## src/shared/ascx_pkg.sv

```systemverilog
/*
 constants, types and state codes for the asynchronous serial channel block.
 assumes a 10 MHz system clock and a baud tick made outside at 16x the bit rate.
*/
// How it works
// - software may pick longer transmit stop time
// - missing stop level raises framing error flag
// - status shows receive available, transmit empty
// - interrupt request when a character transfer needed
// - acknowledge places 8-bit vector on data
// - block mode interrupts only on first character
// - block mode paces later characters by ready
// - transfer mode independent of line format
// - two channels, each own control and status
// - single-channel build via channel count parameter
// - low start bit, high stop, idle high
// - five to eight data bits, per direction
// - stop one, one-and-half, two; receiver checks one
// - optional even or odd parity per channel
package ascx_pkg;
   localparam int OVERSAMPLE = 16;
   localparam logic [4:0] TICK_LAST = 5'h0F;
   localparam logic [4:0] TICK_HALF = 5'h07;
   localparam logic [4:0] TICK_ONE_HALF = 5'h17;
   localparam logic [4:0] TICK_TWO = 5'h1F;
   localparam logic [3:0] LEN_BASE = 4'h5;
   localparam logic [1:0] STOP_ONE = 2'h0;
   localparam logic [1:0] STOP_ONE_HALF = 2'h1;
   localparam logic [1:0] STOP_TWO = 2'h2;
   localparam logic [1:0] MODE_POLL = 2'h0;
   localparam logic [1:0] MODE_IRQ = 2'h1;
   localparam logic [1:0] MODE_BLOCK = 2'h2;
   localparam int STAT_RX_AVAIL = 0;
   localparam int STAT_TX_EMPTY = 2;
   localparam int STAT_PARITY_ERR = 4;
   localparam int STAT_OVERRUN = 5;
   localparam int STAT_FRAME_ERR = 6;
   localparam logic [7:0] VECTOR_RESET = 8'h00;
   typedef enum logic [4:0]
   {
      ASCX_IDLE = 5'h01,
      ASCX_START = 5'h02,
      ASCX_DATA = 5'h04,
      ASCX_PAR = 5'h08,
      ASCX_STOP = 5'h10
   } ascx_state_e;
endpackage : ascx_pkg

```

## src/design/ascx_channel.sv

```systemverilog
/*
 one full-duplex asynchronous channel: framer, deframer, status and per-channel requests.
 assumes i_tick pulses one clock per 1/16 bit time; i_rxd is already synchronous.
*/
`timescale 1ns/10ps
module ascx_channel
(
   input wire logic i_clk,
   input wire logic i_rst_n,
   input wire logic i_tick,
   input wire logic i_rxd,
   output logic o_txd,
   input wire logic [1:0] i_tx_len,
   input wire logic [1:0] i_rx_len,
   input wire logic [1:0] i_stop_sel,
   input wire logic i_par_en,
   input wire logic i_par_odd,
   input wire logic [1:0] i_mode,
   input wire logic i_tx_wr,
   input wire logic [7:0] i_tx_data,
   input wire logic i_rx_rd,
   input wire logic i_err_clr,
   output logic [7:0] o_rx_data,
   output logic [7:0] o_status,
   output logic o_irq,
   output logic o_ready
);
   typedef struct packed
   {
      ascx_pkg::ascx_state_e ts;
      logic [4:0] tt;
      logic [2:0] tb;
      logic [7:0] tsh;
      logic tpar;
      logic [7:0] thold;
      logic tfull;
      logic txd;
      ascx_pkg::ascx_state_e rs;
      logic [4:0] rt;
      logic [2:0] rb;
      logic [7:0] rsh;
      logic rpar;
      logic [7:0] rdat;
      logic ravail;
      logic perr;
      logic ovr;
      logic ferr;
      logic first;
      logic irq_rx;
   } ascx_chan_s;
   ascx_chan_s st;
   ascx_chan_s next_st;
   logic [2:0] tlast;
   logic [2:0] rlast;
   logic [4:0] stop_end;
   logic [7:0] rbyte;
   always_comb
   begin
      tlast = 3'(ascx_pkg::LEN_BASE - 4'h1) + 3'(i_tx_len);
      rlast = 3'(ascx_pkg::LEN_BASE - 4'h1) + 3'(i_rx_len);
      unique case (i_stop_sel)
         ascx_pkg::STOP_ONE_HALF: stop_end = ascx_pkg::TICK_ONE_HALF;
         ascx_pkg::STOP_TWO: stop_end = ascx_pkg::TICK_TWO;
         default: stop_end = ascx_pkg::TICK_LAST;
      endcase
      rbyte = st.rsh >> (3'h7 - st.rb);
      next_st = st;
      if (i_tx_wr && !st.tfull)
      begin
         next_st.thold = i_tx_data;
         next_st.tfull = 1'b1;
      end
      if (i_tick)
      begin
         next_st.tt = st.tt + 5'h01;
         unique case (st.ts)
            ascx_pkg::ASCX_IDLE:
            begin
               next_st.txd = 1'b1;
               next_st.tt = 5'h00;
               if (st.tfull)
               begin
                  next_st.ts = ascx_pkg::ASCX_START;
                  next_st.tsh = st.thold;
                  next_st.tfull = 1'b0;
                  next_st.tb = 3'h0;
                  next_st.tpar = i_par_odd;
                  next_st.txd = 1'b0;
               end
            end
            ascx_pkg::ASCX_START:
               if (st.tt == ascx_pkg::TICK_LAST)
               begin
                  next_st.ts = ascx_pkg::ASCX_DATA;
                  next_st.tt = 5'h00;
                  next_st.txd = st.tsh[0];
               end
            ascx_pkg::ASCX_DATA:
               if (st.tt == ascx_pkg::TICK_LAST)
               begin
                  next_st.tt = 5'h00;
                  next_st.tpar = st.tpar ^ st.tsh[0];
                  next_st.tsh = {1'b0, st.tsh[7:1]};
                  next_st.tb = st.tb + 3'h1;
                  next_st.txd = st.tsh[1];
                  if (st.tb == tlast)
                  begin
                     next_st.ts = i_par_en ? ascx_pkg::ASCX_PAR : ascx_pkg::ASCX_STOP;
                     next_st.txd = i_par_en ? (st.tpar ^ st.tsh[0]) : 1'b1;
                  end
               end
            ascx_pkg::ASCX_PAR:
               if (st.tt == ascx_pkg::TICK_LAST)
               begin
                  next_st.ts = ascx_pkg::ASCX_STOP;
                  next_st.tt = 5'h00;
                  next_st.txd = 1'b1;
               end
            ascx_pkg::ASCX_STOP:
               if (st.tt == stop_end)
               begin
                  next_st.ts = ascx_pkg::ASCX_IDLE;
                  next_st.tt = 5'h00;
               end
         endcase
      end
      if (i_rx_rd && st.ravail)
      begin
         next_st.ravail = 1'b0;
         next_st.irq_rx = 1'b0;
      end
      if (i_err_clr)
      begin
         next_st.perr = 1'b0;
         next_st.ovr = 1'b0;
         next_st.ferr = 1'b0;
      end
      if (i_mode != ascx_pkg::MODE_BLOCK)
         next_st.first = 1'b1;
      if (i_tick)
      begin
         next_st.rt = st.rt + 5'h01;
         unique case (st.rs)
            ascx_pkg::ASCX_IDLE:
            begin
               next_st.rt = 5'h00;
               if (!i_rxd)
                  next_st.rs = ascx_pkg::ASCX_START;
            end
            ascx_pkg::ASCX_START:
               if (st.rt == ascx_pkg::TICK_HALF)
               begin
                  next_st.rt = 5'h00;
                  next_st.rb = 3'h0;
                  next_st.rpar = i_par_odd;
                  next_st.rs = i_rxd ? ascx_pkg::ASCX_IDLE : ascx_pkg::ASCX_DATA; // glitch rejects
               end
            ascx_pkg::ASCX_DATA:
               if (st.rt == ascx_pkg::TICK_LAST)
               begin
                  next_st.rt = 5'h00;
                  next_st.rsh = {i_rxd, st.rsh[7:1]};
                  next_st.rpar = st.rpar ^ i_rxd;
                  next_st.rb = st.rb + 3'h1;
                  if (st.rb == rlast)
                  begin
                     next_st.rb = st.rb;
                     next_st.rs = i_par_en ? ascx_pkg::ASCX_PAR : ascx_pkg::ASCX_STOP;
                  end
               end
            ascx_pkg::ASCX_PAR:
               if (st.rt == ascx_pkg::TICK_LAST)
               begin
                  next_st.rt = 5'h00;
                  next_st.rs = ascx_pkg::ASCX_STOP;
                  if (st.rpar ^ i_rxd)
                     next_st.perr = 1'b1;
               end
            ascx_pkg::ASCX_STOP:
               if (st.rt == ascx_pkg::TICK_LAST)
               begin
                  next_st.rs = ascx_pkg::ASCX_IDLE;
                  next_st.rt = 5'h00;
                  if (!i_rxd)
                     next_st.ferr = 1'b1;
                  if (st.ravail)
                     next_st.ovr = 1'b1;
                  next_st.rdat = rbyte;
                  next_st.ravail = 1'b1; // set wins over read
                  // only the first character of a block raises the request
                  next_st.irq_rx = (i_mode == ascx_pkg::MODE_IRQ) ||
                     (i_mode == ascx_pkg::MODE_BLOCK && st.first);
                  next_st.first = 1'b0;
               end
         endcase
      end
      if (!i_rst_n)
      begin
         next_st = '0;
         next_st.ts = ascx_pkg::ASCX_IDLE;
         next_st.rs = ascx_pkg::ASCX_IDLE;
         next_st.txd = 1'b1;
         next_st.first = 1'b1;
      end
   end
   always_ff @(posedge i_clk)
   begin
      st <= next_st;
   end
   assign o_txd = st.txd;
   assign o_rx_data = st.rdat;
   always_comb
   begin
      o_status = 8'h00;
      o_status[ascx_pkg::STAT_RX_AVAIL] = st.ravail;
      o_status[ascx_pkg::STAT_TX_EMPTY] = !st.tfull;
      o_status[ascx_pkg::STAT_PARITY_ERR] = st.perr;
      o_status[ascx_pkg::STAT_OVERRUN] = st.ovr;
      o_status[ascx_pkg::STAT_FRAME_ERR] = st.ferr;
   end
   // mode only gates requests, never line format
   // a receive request left over from another mode stays hidden while polled
   assign o_irq = (st.irq_rx && i_mode != ascx_pkg::MODE_POLL) ||
      (i_mode == ascx_pkg::MODE_IRQ && !st.tfull);
   assign o_ready = (i_mode == ascx_pkg::MODE_BLOCK) && !st.first && st.ravail;
endmodule : ascx_channel

```

## src/design/ascx_top.sv

```systemverilog
/*
 top of the asynchronous serial channel block: channel array, interrupt vector, acknowledge.
 assumes the host drives per-channel strobes as single-cycle pulses synchronous to i_clk.
*/
`timescale 1ns/10ps
module ascx_top
#(
   parameter int CHANNELS = 2
)
(
   input wire logic i_clk,
   input wire logic i_rst_n,
   input wire logic [CHANNELS-1:0] i_tick,
   input wire logic [CHANNELS-1:0] i_rxd,
   output logic [CHANNELS-1:0] o_txd,
   input wire logic [2*CHANNELS-1:0] i_tx_len,
   input wire logic [2*CHANNELS-1:0] i_rx_len,
   input wire logic [2*CHANNELS-1:0] i_stop_sel,
   input wire logic [CHANNELS-1:0] i_par_en,
   input wire logic [CHANNELS-1:0] i_par_odd,
   input wire logic [2*CHANNELS-1:0] i_mode,
   input wire logic [CHANNELS-1:0] i_tx_wr,
   input wire logic [8*CHANNELS-1:0] i_tx_data,
   input wire logic [CHANNELS-1:0] i_rx_rd,
   input wire logic [CHANNELS-1:0] i_err_clr,
   output logic [8*CHANNELS-1:0] o_rx_data,
   output logic [8*CHANNELS-1:0] o_status,
   output logic [CHANNELS-1:0] o_ready,
   input wire logic i_vec_wr,
   input wire logic [7:0] i_vec_data,
   input wire logic i_int_ack,
   output logic o_int_req,
   output logic [7:0] o_vector
);
   // ************************
   // channels
   // ************************
   logic [CHANNELS-1:0] irq;
   genvar g;
   generate
      for (g = 0; g < CHANNELS; g++)
      begin : g_ch
         ascx_channel u_ch
         (
            .i_clk(i_clk),
            .i_rst_n(i_rst_n),
            .i_tick(i_tick[g]),
            .i_rxd(i_rxd[g]),
            .o_txd(o_txd[g]),
            .i_tx_len(i_tx_len[2*g +: 2]),
            .i_rx_len(i_rx_len[2*g +: 2]),
            .i_stop_sel(i_stop_sel[2*g +: 2]),
            .i_par_en(i_par_en[g]),
            .i_par_odd(i_par_odd[g]),
            .i_mode(i_mode[2*g +: 2]),
            .i_tx_wr(i_tx_wr[g]),
            .i_tx_data(i_tx_data[8*g +: 8]),
            .i_rx_rd(i_rx_rd[g]),
            .i_err_clr(i_err_clr[g]),
            .o_rx_data(o_rx_data[8*g +: 8]),
            .o_status(o_status[8*g +: 8]),
            .o_irq(irq[g]),
            .o_ready(o_ready[g])
         );
      end
   endgenerate
   // ************************
   // vector
   // ************************
   typedef struct packed
   {
      logic [7:0] base;
      logic [7:0] vec;
   } ascx_top_s;
   ascx_top_s st;
   ascx_top_s next_st;
   logic [2:0] src;
   always_comb
   begin
      src = 3'h0;
      for (int i = CHANNELS - 1; i >= 0; i--)
         if (irq[i])
            src = 3'(i); // lowest channel wins
      next_st = st;
      if (i_vec_wr)
         next_st.base = i_vec_data;
      if (i_int_ack)
         next_st.vec = {st.base[7:3], src};
      if (!i_rst_n)
      begin
         next_st.base = ascx_pkg::VECTOR_RESET;
         next_st.vec = ascx_pkg::VECTOR_RESET;
      end
   end
   always_ff @(posedge i_clk)
   begin
      st <= next_st;
   end
   assign o_int_req = |irq;
   assign o_vector = st.vec;
endmodule : ascx_top

```

## config.mk

```make
export PLATFORM = sky130hd
export DESIGN_NAME = ascx_top
export DESIGN_NICKNAME = d
export VERILOG_FILES = /design/src/shared/ascx_pkg.sv /design/src/design/ascx_channel.sv /design/src/design/ascx_top.sv
export SDC_FILE = /design/constraint.sdc
export NUM_CORES = 1
export LEC_CHECK = 0
export ABC_AREA = 0
export BUFFER_PORTS_ARGS = -buffer_cell sky130_fd_sc_hd__buf_2
export CORE_UTILIZATION = 45
export DETAILED_ROUTE_END_ITERATION = 8
export SLEW_MARGIN = 40
export SYNTH_ARGS = -nofsm -noshare
export SYNTH_HDL_FRONTEND = slang
export SYNTH_SLANG_ARGS = --single-unit
```

## constraint.sdc

```tcl
create_clock -name i_clk -period 4.4 [get_ports i_clk]
set_input_delay 0.66 -clock i_clk [delete_from_list [all_inputs] [get_ports i_clk]]
set_output_delay 0.66 -clock i_clk [all_outputs]
set_load 0.01 [all_outputs]
```

=== Word-level counts from Yosys, hierarchy flattened ===
Index checks and enable logic that the tools add are counted.

* Input port bits: 58
* Output and inout bits: 45
* Register bits after elaboration: 152
* Word-level logic and storage cells: 273

* Equal/unequal tests: 68
* Bitwise logic cells: 4
* Multiplexer cells: 96
* Add/subtract/negate cells: 14
* Shifts and indexed selects: 2
* Reductions and logical operators: 47

{| class="wikitable"
|+ Operators with widths
! kind !! count
|-
| case mux 10 bit (5 select lines) || 4
|-
| two-way mux 10 bit || 10
|-
| two-way mux 22 bit || 4
|-
| two-way mux 5 bit || 10
|-
| case mux 12 bit (2 select lines) || 2
|-
| inequality test 2 x 1 -> 1 bit (second input constant) || 22
|-
| == test 5 x 4 -> 1 bit (second input constant) || 8
|-
| two-way mux 1 bit || 37
|-
| == test 5 x 3 -> 1 bit (second input constant) || 6
|-
| AND reduction 7 bit || 4
|-
| two-way mux 13 bit || 2
|-
| two-way mux 12 bit || 2
|-
| two-way mux 3 bit || 7
|-
| adder 5 x 1 -> 5 bit (second input constant) || 4
|-
| == test 5 x 1 -> 1 bit (second input constant) || 4
|-
| == test 5 x 2 -> 1 bit (second input constant) || 4
|-
| == test 5 bit (second input constant) || 4
|-
| case mux 5 bit (2 select lines) || 2
|-
| AND reduction 5 bit || 4
|-
| two-way mux 4 bit || 4
|-
| AND reduction 4 bit || 4
|-
| right shift 8 x 3 -> 8 bit || 2
|-
| logical AND 1 bit || 14
|-
| adder 3 x 1 -> 3 bit (second input constant) || 4
|-
| 19 further kinds || 63
|}

=== Logic depth before layout (Yosys ltp) ===
Gate-level depths: netlist (run 1).

* Depth in word-level cells: 6
* Depth in mapped cells: 12
* Mapped depth without buffers: 9

=== By module ===
Synthesis (run 1) repeated with hierarchy kept, for this count alone.

* Cell total of the unflattened synthesis: 970
* Area, all modules: 8189.1 sq um

{| class="wikitable"
|+ By module, submodules not included
! module !! times used !! area each (sq um) !! sequential area each (sq um) !! cells each
|-
| ascx_channel at g_ch[0].u_ch || 1 || 3905.0 || 1361.3 || 464
|-
| ascx_channel at g_ch[1].u_ch || 1 || 3783.6 || 1361.3 || 459
|-
| ascx_top || 1 || 500.5 || 220.2 || 47
|}

=== Worst setup path after synthesis (run 1) ===
OpenSTA, ideal clock, no wires.

* Kind: reg-to-reg
* Start point: register g_ch[1].u_ch.st[26] (netlist bit)
* End point: register g_ch[1].u_ch.st[33] (netlist bit)
* Data required time: 4272 ps
* Path slack: 2160 ps
* Period minus slack after synthesis: 2240 ps
* Cell stages (with the launch flop): 12
* Data arrival time: 2112 ps
* Setup time: 128 ps
* Buffers on the path: 2
* Path through: dfxtp_1 -> ha_1 -> nand3_1 -> inv_1 -> ha_1 -> clkbuf_1 -> inv_1 -> o2111ai_1 -> nor4bb_1 -> clkbuf_1 -> mux2i_1 -> nor2_1

* Word-level cells in the longest chain between the ends: 3
* Elaborated cells between the ends (all ways): 7
* Classes of those cells: eq/ne: 6; reduce/logical: 1

{| class="wikitable"
|+ Ends and longest elaborated chain
! item !! RTL line !! text
|-
| start: declaration || ascx_channel.sv:51 || <nowiki>ascx_chan_s st;</nowiki>
|-
| start signal: assignment || ascx_channel.sv:208 || <nowiki>st <= next_st;</nowiki>
|-
| == test 5 x 4 -> 1 bit / == test 5 x 3 -> 1 bit (equally long branches) || - ||
|-
| inequality test 2 x 1 -> 1 bit (no line) || - ||
|-
| AND reduction 7 bit (no line) * || - ||
|}

Every way passes the cells marked *; elsewhere a longest branch is shown, timed or not.
A chain may end at the register's enable or synchronous reset.

=== Worst setup path in the final report (run 1) ===
* Start point: register g_ch[1].u_ch.st[58] (netlist bit)
* End point: register g_ch[1].u_ch.st[52] (netlist bit)

* Word-level cells in the longest chain between the ends: 3

{| class="wikitable"
|+ Ends and longest elaborated chain
! item !! RTL line !! text
|-
| == test 5 x 4 -> 1 bit || ascx_channel.sv:99 || <nowiki>if (st.tt == ascx_pkg::TICK_LAST)</nowiki>
|-
| inequality test 2 x 1 -> 1 bit (no line) || - ||
|-
| AND reduction 4 bit (no line) || - ||
|}

Every way passes these cells.

==> results of run 1 <==
Yosys cell counts (all sizes together), types with 7 or more instances:
master / number / area, um^2
clkbuf: 39 / 146
a311oi: 17 / 149
dfxtp: 147 / 2940
nor2: 110 / 418
xor2: 10 / 87.6
nor2b: 15 / 93.8
nor3: 13 / 81.3
inv: 27 / 101
mux2: 9 / 105
nor4: 7 / 50.1
nand4: 17 / 106
mux2i: 52 / 521
a31oi: 7 / 43.8
nand2: 101 / 379
xnor2: 17 / 149
nand2b: 11 / 68.8
nand3: 60 / 300
a21oi: 61 / 305
o21ai: 41 / 205
nor3b: 8 / 60.1
and3: 9 / 56.3
buf: 71 / 489
a211oi: 10 / 80.1
ha: 18 / 225
layout by cell type (no fill, tap or decap), types with 4 or more instances in the layout:
cell	n
a21oi_1	61
o211ai_1	6
nor3_1	10
or3_1	5
nand3_1	60
o211a_1	5
and2_1	5
xor2_1	10
bufinv_16	4
nand2_1	101
mux4_2	6
a31oi_1	7
a211oi_1	9
nor3b_1	8
dfxtp_1	147
clkinvlp_4	4
inv_6	4
o2111ai_1	5
mux2i_1	52
conb_1	8
inv_1	26
nor2_1	106
buf_2	91
or4_1	5
nand4_1	17
clkbuf_16	17
nor2_2	4
mux2_2	8
o21ai_0	38
nor4_1	6
ha_1	18
nand2b_1	11
nor2b_1	13
buf_4	4
nand3b_1	5
a311oi_1	17
and3_1	9
a21o_1	4
o21a_1	4
xnor2_1	17
metrics by stage:
step,hold WS [ns],power [mW],area (um^2)
after floorplan,0.432,1.67,8090
after global placement,0.440,1.74,8230
final,0.448,3.30,8900
after global routing,0.457,3.44,8900
after detailed placement,0.444,1.74,8240
after CTS,0.441,3.33,8890
cell families (layout without fill, tap and decap cells):
logic type | after synthesis | in the layout | synth area share (%)
muxes | 67 | 67 | 9.43
and+or+nand+nor | 387 | 387 | 23.6
AOI/OAI and AO/OA | 192 | 192 | 15.6
adders and majority gates | 18 | 18 | 2.79
buffers and inverters | 138 | 156 | 9.19
xor gates and xnor gates | 27 | 27 | 2.93
other | 1 | 8 | 0.0465
DFF | 147 | 147 | 36.5
power groups by stage:
| stage | clock network (mW) | registers (mW) | logic [mW] |
|---|---|---|---|
| after floorplan | 0 | 1.42 | 0.250 |
| after global placement | 0 | 1.45 | 0.289 |
| after detailed placement | 0 | 1.45 | 0.293 |
| after CTS | 1.62 | 1.42 | 0.296 |
| after global routing | 1.68 | 1.43 | 0.328 |
| final | 1.58 | 1.42 | 0.294 |
final timing paths:
| check | start | endpoint | slack [ns] | cells after the start |
|---|---|---|---|---|
| worst min register to register | g_ch[0].u_ch.o_rx_data[4] | g_ch[0].u_ch.o_rx_data[4] | 0.45 | 2 |
| worst max-delay path | g_ch[1].u_ch.st[58] | g_ch[1].u_ch.st[52] | 1.67 | 9 |
| worst min-delay path | g_ch[0].u_ch.o_rx_data[4] | g_ch[0].u_ch.o_rx_data[4] | 0.45 | 2 |
| worst max register to register | g_ch[1].u_ch.st[58] | g_ch[1].u_ch.st[52] | 1.67 | 9 |
registers in the layout, summed over array words and instances, names as in the netlist:
register	flops
g_ch.u_ch.o_status	8
o_vector	6
g_ch.u_ch.o_rx_data	16
st	5
g_ch.u_ch.st	110
g_ch.u_ch.o_txd	2
critical path: stages, from the launching register on:
cell      delay [ns]
dfxtp_1         0.37
ha_1            0.23
nand3_1         0.12
inv_1           0.07
ha_1            0.39
inv_1           0.16
nor4_2          0.37
o21a_1          0.58
nor2_1          0.08
a311oi_1        0.27
cell type report:
| cell class | instances | area share (%) |
|---|---|---|
| Timing Repair Buffer | 96 | 5.58 |
| Inverter | 28 | 1.20 |
| Sequential cell | 147 | 33.1 |
| Clock buffer | 19 | 5.09 |
| Clock inverter | 13 | 2.18 |
| Tap cell | 225 | 3.16 |
| Multi-Input combinational cell | 699 | 49.7 |
routing by layer:
| layer | track usage [%] | vias to the layer above | wire [um] |
|---|---|---|---|
| met2 | 31.4 | 125 | 8200 |
| met1 | 28.4 | 3129 | 9000 |
| met5 | 0 | - | 13 |
| met4 | 5.19 | 2 | 69 |
| li1 | - | 3443 | - |
| met3 | 4.47 | 6 | 681 |
==> flow_summary.ini, run 1 <==
[run_status]
status = completed

[power_and_ir_drop]
p_leak_nw = 3.45
ir_worst_vdd_uv = 256
swShare_pct = 24.5
power.density_nw_per_um2 = 371
pwr-share-clk_pct = 48.0
combPwrFrac_pct = 8.9
power.switching_uw = 809
pwr-share-seq_pct = 43.1
intPower_mw = 2.49

[clock_network]
cts_num_sinks = 147
insertion_delay_ns = 0.42
hold_buffers = 0
postCtsSetupBuffers = 0
cts_tree = yes
htree_levels = 4
cts_resized = 0
numCtsBuffers = 17
root_buffer = clkbuf_16
clk_pin_slew_worst_paths_ns = 0.06
cts_buffer_depth = 2

[finish]
syn_to_final_growth_pct = 10.3
drive_above_1_share_pct = 16.4
fin_nets = 1065
regArea_um2 = 2940
antenna_cells = 0
finish.utilization_pct = 51.1
multi_input_area_um2 = 4420
final_cells = 1227
fillers = 1685

[place]
dpl.cell_count = 1195
io_buffers = 91
dp_slack_ns = 1.70
dp_hpwl_mm = 12.3
gp_congestion = 0.849

[floorplan]
start_util_pct = 46.3
dieArea_um2 = 18500
rows = 48
die_w_um = 136
die_y_um = 136
ioPinCount = 103
core-area_um2 = 17400

[worst_hold_path]
worstHoldPathType = reg -> reg

[timing]
clock_skew_ns = 0.00956
final_hold_viol_count = 0
setup_viol = 0
clock.fmax_mhz = 366
max-slew-margin-rel_pct = 53.8
min_period_over_period_pct = 62.2
finalWorstPathRequiredPeriod_ns = 2.73
grt_setup_unrepaired = no
worstMarginPinSlew_ns = 0.693
finalWorstSetupSlack_ns = 1.67
setup_tns_ns = 0
slew_viol_final = 0

[drt]
wire_per_inst_um = 14.6
drt_iter0_markers = 467
routed_via_density = 5.46
drc = 0
firstDrtPassIters = 5
ant_nets = 0
routed_wl_mm = 18.0
via_count = 6705

[synth]
yosys_warnings = 0
synth_edf_count = 0
ys.flop_type = dfxtp_1
ys_seq_area_share_pct = 36.5
yosys_register_bits = 147
async_flop_share_pct = 0
syn_area_um2 = 8060
postSynthCellCount = 977
synth_cell_types = 77
avgSynthCellArea_um2 = 8.25

[global_route]
grt_max_degree = 87
gr-total-overflow = 0
track_usage_pct = 20.3
antenna_found_initial = 1
grt_pass1_wl_mm = 29.9
grt_pass1_vias = 6023

[critical_path]
crit_arrival_ns = 3.06
cp.required_ns = 4.72
start_kind = flip-flop
cp-end-kind = flip-flop
path_class = reg -> reg
crit_path_max_fanout = 19

[flow_run]
drv_cap = 0
No activity file was read; power rests on OpenSTA's default activity.
==> run 2, diff against run 1 <==
--- a/config.mk
+++ b/config.mk
@@ -9,6 +9,7 @@
 export BUFFER_PORTS_ARGS = -buffer_cell sky130_fd_sc_hd__buf_2
 export CORE_UTILIZATION = 45
 export DETAILED_ROUTE_END_ITERATION = 8
+export PLACE_DENSITY = 0.67
 export SLEW_MARGIN = 40
 export SYNTH_ARGS = -nofsm -noshare
 export SYNTH_HDL_FRONTEND = slang
==> constraint.sdc (replaced) <==
create_clock -name i_clk -period 2.4 [get_ports i_clk]
set_input_delay 0.36 -clock i_clk [delete_from_list [all_inputs] [get_ports i_clk]]
set_output_delay 0.36 -clock i_clk [all_outputs]
set_load 0.01 [all_outputs]
==> flow_summary.ini, run 2 (synthesized netlist as in run 1, its figures left out) <==
[finish]
top_register = g_ch.u_ch.st
syn_to_final_growth_pct = 13.5
layout_common_cells = dfxtp_1 (147), nor2_1 (108), nand2_1 (101), buf_2 (91), a21oi_1 (61)
finish.utilization_pct = 52.6
largest_reg_flops = 110
antenna_cells = 0
final_cells = 1262
fin_nets = 1100
final_common_cell = dfxtp_1
final_area_um2 = 9150
drive_above_1_share_pct = 18.7

[critical_path]
crit_start = g_ch[1].u_ch.st[58]
ff2ff_setup_slack_ns = 0.19
timing.rr.start = g_ch[1].u_ch.st[58]
crit_path_max_fanout = 19
rr_endpoint = g_ch[1].u_ch.st[50]
path_class = reg -> reg
start_kind = flip-flop
cp-end-kind = flip-flop
cp.required_ns = 2.72
crit_arrival_ns = 2.53
rr_worst_depth = 10

[run_status]
status = completed

[timing]
finalWorstSetupSlack_ns = 0.191
slew_viol_final = 0
finalWorstPathRequiredPeriod_ns = 2.21
clock.fmax_mhz = 453
min_period_over_period_pct = 92.1
max-slew-margin-rel_pct = 60.7
setup_tns_ns = 0
setup_viol = 0
final_hold_viol_count = 0
grt_setup_unrepaired = no
clock_skew_ns = 0.0106
worstMarginPinSlew_ns = 0.588

[power_and_ir_drop]
ir_worst_vdd_uv = 486
power.density_nw_per_um2 = 652
p_leak_nw = 3.62

[floorplan]
die_y_um = 136
die_w_um = 136
dieArea_um2 = 18500
ioPinCount = 103
start_util_pct = 46.3
core-area_um2 = 17400
rows = 48

[drt]
routed_wl_mm = 18.2
drc = 0
ant_nets = 0
routed_via_density = 5.46
wire_per_inst_um = 14.4
via_count = 6893
drt_iter0_markers = 435
firstDrtPassIters = 5

[place]
dp_slack_ns = 0.225
place_area_um2 = 8520
gp_congestion = 0.840
dp_hpwl_mm = 12.7
io_buffers = 91
dpl.cell_count = 1230

[global_route]
grt_pass1_vias = 6196
grt_pass1_wl_mm = 29.8
antenna_found_initial = 1
track_usage_pct = 20.2
grt_max_degree = 64
gr-total-overflow = 0

[worst_hold_path]
holdPathStages = 3
holdPathEnd = g_ch[1].u_ch.st[37]
hold_path_startpoint = i_tx_wr[1]
worstHoldPathType = in -> reg

[clock_network]
htree_levels = 4
clk_pin_slew_worst_paths_ns = 0.06
root_buffer = clkbuf_16
numCtsBuffers = 17
cts_num_sinks = 147
insertion_delay_ns = 0.42
postCtsSetupBuffers = 0
cts_buffer_depth = 2
cts_tree = yes

[flow_run]
drv_cap = 0
-- run 2: power by group --
part	switching [mW]	internal, mW
Clock	1.04	1.75
Combinational	0.326	0.258
Sequential	0.0737	2.52
Total	1.44	4.53
-- run 2: how the worst max path moves through the flow --
stage                     depth (start not counted)                   to  slack (ns)
after global routing                              9  g_ch[0].u_ch.st[25]        0.03
final                                            10  g_ch[1].u_ch.st[50]        0.19
after CTS                                        10  g_ch[1].u_ch.st[50]        0.19
after detailed placement                         10  g_ch[1].u_ch.st[50]        0.22
after floorplan                                  11  g_ch[1].u_ch.st[33]        0.16
after global placement                            9  g_ch[0].u_ch.st[25]        0.30
-- run 2: final cells by class --
type / count / area (um^2)
Clock buffer: 21 / 480
Clock inverter: 11 / 150
Fill cell: 1665 / 8260
Inverter: 28 / 106
Multi-Input combinational cell: 699 / 4410
Sequential cell: 147 / 2940
Tap cell: 225 / 282
Timing Repair Buffer: 131 / 785
-- run 2: timing repair --
action | CTS | global route
hold buffers | 0 | 0
setup endpoints to repair | 0 | 3
resized for setup | 0 | 1
-- run 2: metal layers --
metal	vias up	track usage [%]	share of wire, %	routed length (um)
li1	3505	-	-	-
met1	3217	26.9	48	8800
met2	141	32.0	46	8300
met3	28	4.55	4.0	728
met4	2	6.98	1.8	322
met5	-	0	0.072	13
-- run 2: per-stage QoR --
stage	power [mW]	hold WS [ns]
floorplan	3.07	0.432
global placement	3.22	0.441
detailed placement	3.23	0.446
CTS	6.02	0.140
global route	6.20	0.168
finish	5.97	0.158
-- run 2: worst max-delay path, stage by stage (launching register included) --
cell and delay [ns]:
dfxtp_1 0.38, ha_1 0.23, nand3_1 0.12, inv_1 0.08
ha_1 0.17, inv_1 0.08, nor4_2 0.37, o21a_1 0.16
buf_4 0.23, nor2_1 0.06, a311oi_1 0.24
==> run 3, diff against run 2 <==
--- a/config.mk
+++ b/config.mk
@@ -8,6 +8,7 @@
 export ABC_AREA = 0
 export BUFFER_PORTS_ARGS = -buffer_cell sky130_fd_sc_hd__buf_2
 export CORE_UTILIZATION = 45
+export CTS_BUF_LIST = sky130_fd_sc_hd__clkbuf_16
 export DETAILED_ROUTE_END_ITERATION = 8
 export PLACE_DENSITY = 0.67
 export SLEW_MARGIN = 40
==> flow_summary.ini, run 3 (synthesized netlist as in run 1, its figures left out) <==
[floorplan]
core-area_um2 = 17400
rows = 48
ioPinCount = 103
die_y_um = 136
start_util_pct = 46.3
die_w_um = 136
dieArea_um2 = 18500

[finish]
layout_common_cells = dfxtp_1 (147), nor2_1 (108), nand2_1 (101), buf_2 (91), a21oi_1 (61)
fillers = 1675
finish.utilization_pct = 52.3
syn_to_final_growth_pct = 13.0
multi_input_area_um2 = 4410
top_register = g_ch.u_ch.st
largest_reg_flops = 110
antenna_cells = 0
fin_nets = 1100
drive_above_1_share_pct = 18.3
regArea_um2 = 2940
final_common_cell = dfxtp_1

[critical_path]
rr_endpoint = g_ch[1].u_ch.st[50]
path_class = reg -> reg
ff2ff_setup_slack_ns = 0.20
critPathMaxStageDelay_ns = 0.38
crit_start = g_ch[1].u_ch.st[58]
cp_cell_sequence = ha_1 > nand3_1 > inv_1 > ha_1 > inv_1 > nor4_2 > o21a_1 > buf_4 > nor2_1 > a311oi_1
cp_num_buf_inv = 3
crit_arrival_ns = 2.52
cp_slowest_cell = dfxtp_1
crit_path_max_fanout = 19
timing.rr.start = g_ch[1].u_ch.st[58]
rr_worst_depth = 10
cp.required_ns = 2.72
start_kind = flip-flop
cp-end-kind = flip-flop
cp_top_family = simple AND/OR/NAND/NOR gates

[timing]
holdWs_ns = 0.156
setup_tns_ns = 0
clock_skew_ns = 0.0125
grt_setup_unrepaired = no
setup_viol = 0
clock.fmax_mhz = 455
slew_viol_final = 0
max-slew-margin-rel_pct = 60.0
finalWorstPathRequiredPeriod_ns = 2.20
min_period_over_period_pct = 91.7
worstMarginPinSlew_ns = 0.600
final_hold_viol_count = 0

[clock_network]
cts_buffer_depth = 2
root_buffer = clkbuf_16
clk_pin_slew_worst_paths_ns = 0.06
cts_num_sinks = 147
numCtsBuffers = 17
hold_buffers = 0
insertion_delay_ns = 0.42
cts_tree = yes
htree_levels = 4

[global_route]
grt_max_degree = 64
gr-total-overflow = 0
grt_pass1_vias = 6187
track_usage_pct = 20.2
antenna_found_initial = 1
grt_pass1_wl_mm = 29.8

[worst_hold_path]
worstHoldPathType = in -> reg
holdPathEnd = g_ch[1].u_ch.st[37]
holdPathStages = 3
hold_path_startpoint = i_tx_wr[1]

[drt]
ant_nets = 0
via_count = 6890
firstDrtPassIters = 5
drt_iter0_markers = 472
routed_wl_mm = 18.1
routed_via_density = 5.46
wire_per_inst_um = 14.4
drc = 0

[run_status]
status = completed

[place]
gp_congestion = 0.840
dp_hpwl_mm = 12.7
io_buffers = 91

[power_and_ir_drop]
ir_worst_vdd_uv = 491
power.density_nw_per_um2 = 641
p_leak_nw = 3.60
power_mw = 5.84

[flow_run]
drv_cap = 0
-- run 3: cell types whose count changed in the layout (fill, tap and decap cells not counted), sizes merged --
cell,change
clkinv,+4
clkbuf,-4
-- run 3: area by class of cell --
class	count	area share, %
Inverter	28	1.17
Tap cell	225	3.09
Timing Repair Buffer	131	8.61
Clock buffer	17	4.67
Clock inverter	15	1.81
Sequential cell	147	32.3
Multi-Input combinational cell	699	48.4
-- run 3: what timing repair did --
action / 4_1_cts / 5_1_grt
gates resized for setup: 0 / 1
setup buffers: 0 / 0
setup endpoints to repair: 0 / 3
-- run 3: where the power goes --
group          total, mW  leakage [nW]  switching [mW]  internal [mW]
Combinational      0.583          2.14           0.325          0.258
Sequential          2.59          1.19          0.0740           2.52
Clock               2.66         0.271            1.04           1.62
-- run 3: routing by layer --
metal / vias up / global-route usage [%] / share of wire, %
met5: - / 0 / 0.072
met4: 2 / 6.98 / 1.6
met2: 135 / 32.0 / 46
met3: 25 / 4.47 / 4.0
met1: 3226 / 27.0 / 48
li1: 3502 / - / -
-- run 3: worst max-delay path by stage --
stage	cells after the start	to	slack, ns
2_1_floorplan	11	g_ch[1].u_ch.st[33]	0.16
5_1_grt	9	g_ch[0].u_ch.st[25]	0.03
6_report	10	g_ch[1].u_ch.st[50]	0.20
3_3_place_gp	9	g_ch[0].u_ch.st[25]	0.30
4_1_cts	10	g_ch[1].u_ch.st[50]	0.19
3_5_place_dp	10	g_ch[1].u_ch.st[50]	0.22
-- run 3: per-stage QoR --
step | cells | worst slack [ns] | instance area [um^2]
3_3_place_gp | 1230 | 0.297 | 8520
5_1_grt | 1262 | 0.0260 | 9110
6_report | 1262 | 0.200 | 9110
3_5_place_dp | 1230 | 0.225 | 8520
2_1_floorplan | 984 | 0.160 | 8090
4_1_cts | 1262 | 0.194 | 9110
-- run 3: worst reg2reg max path, delay by kind of cell, from the launching register on --
family	cells	cell delay, ns
and+or+nand+nor	3	0.54
adders and majority gates	2	0.40
buffers and inverters	3	0.39
AOI/OAI and AO/OA	2	0.39
DFF	1	0.38
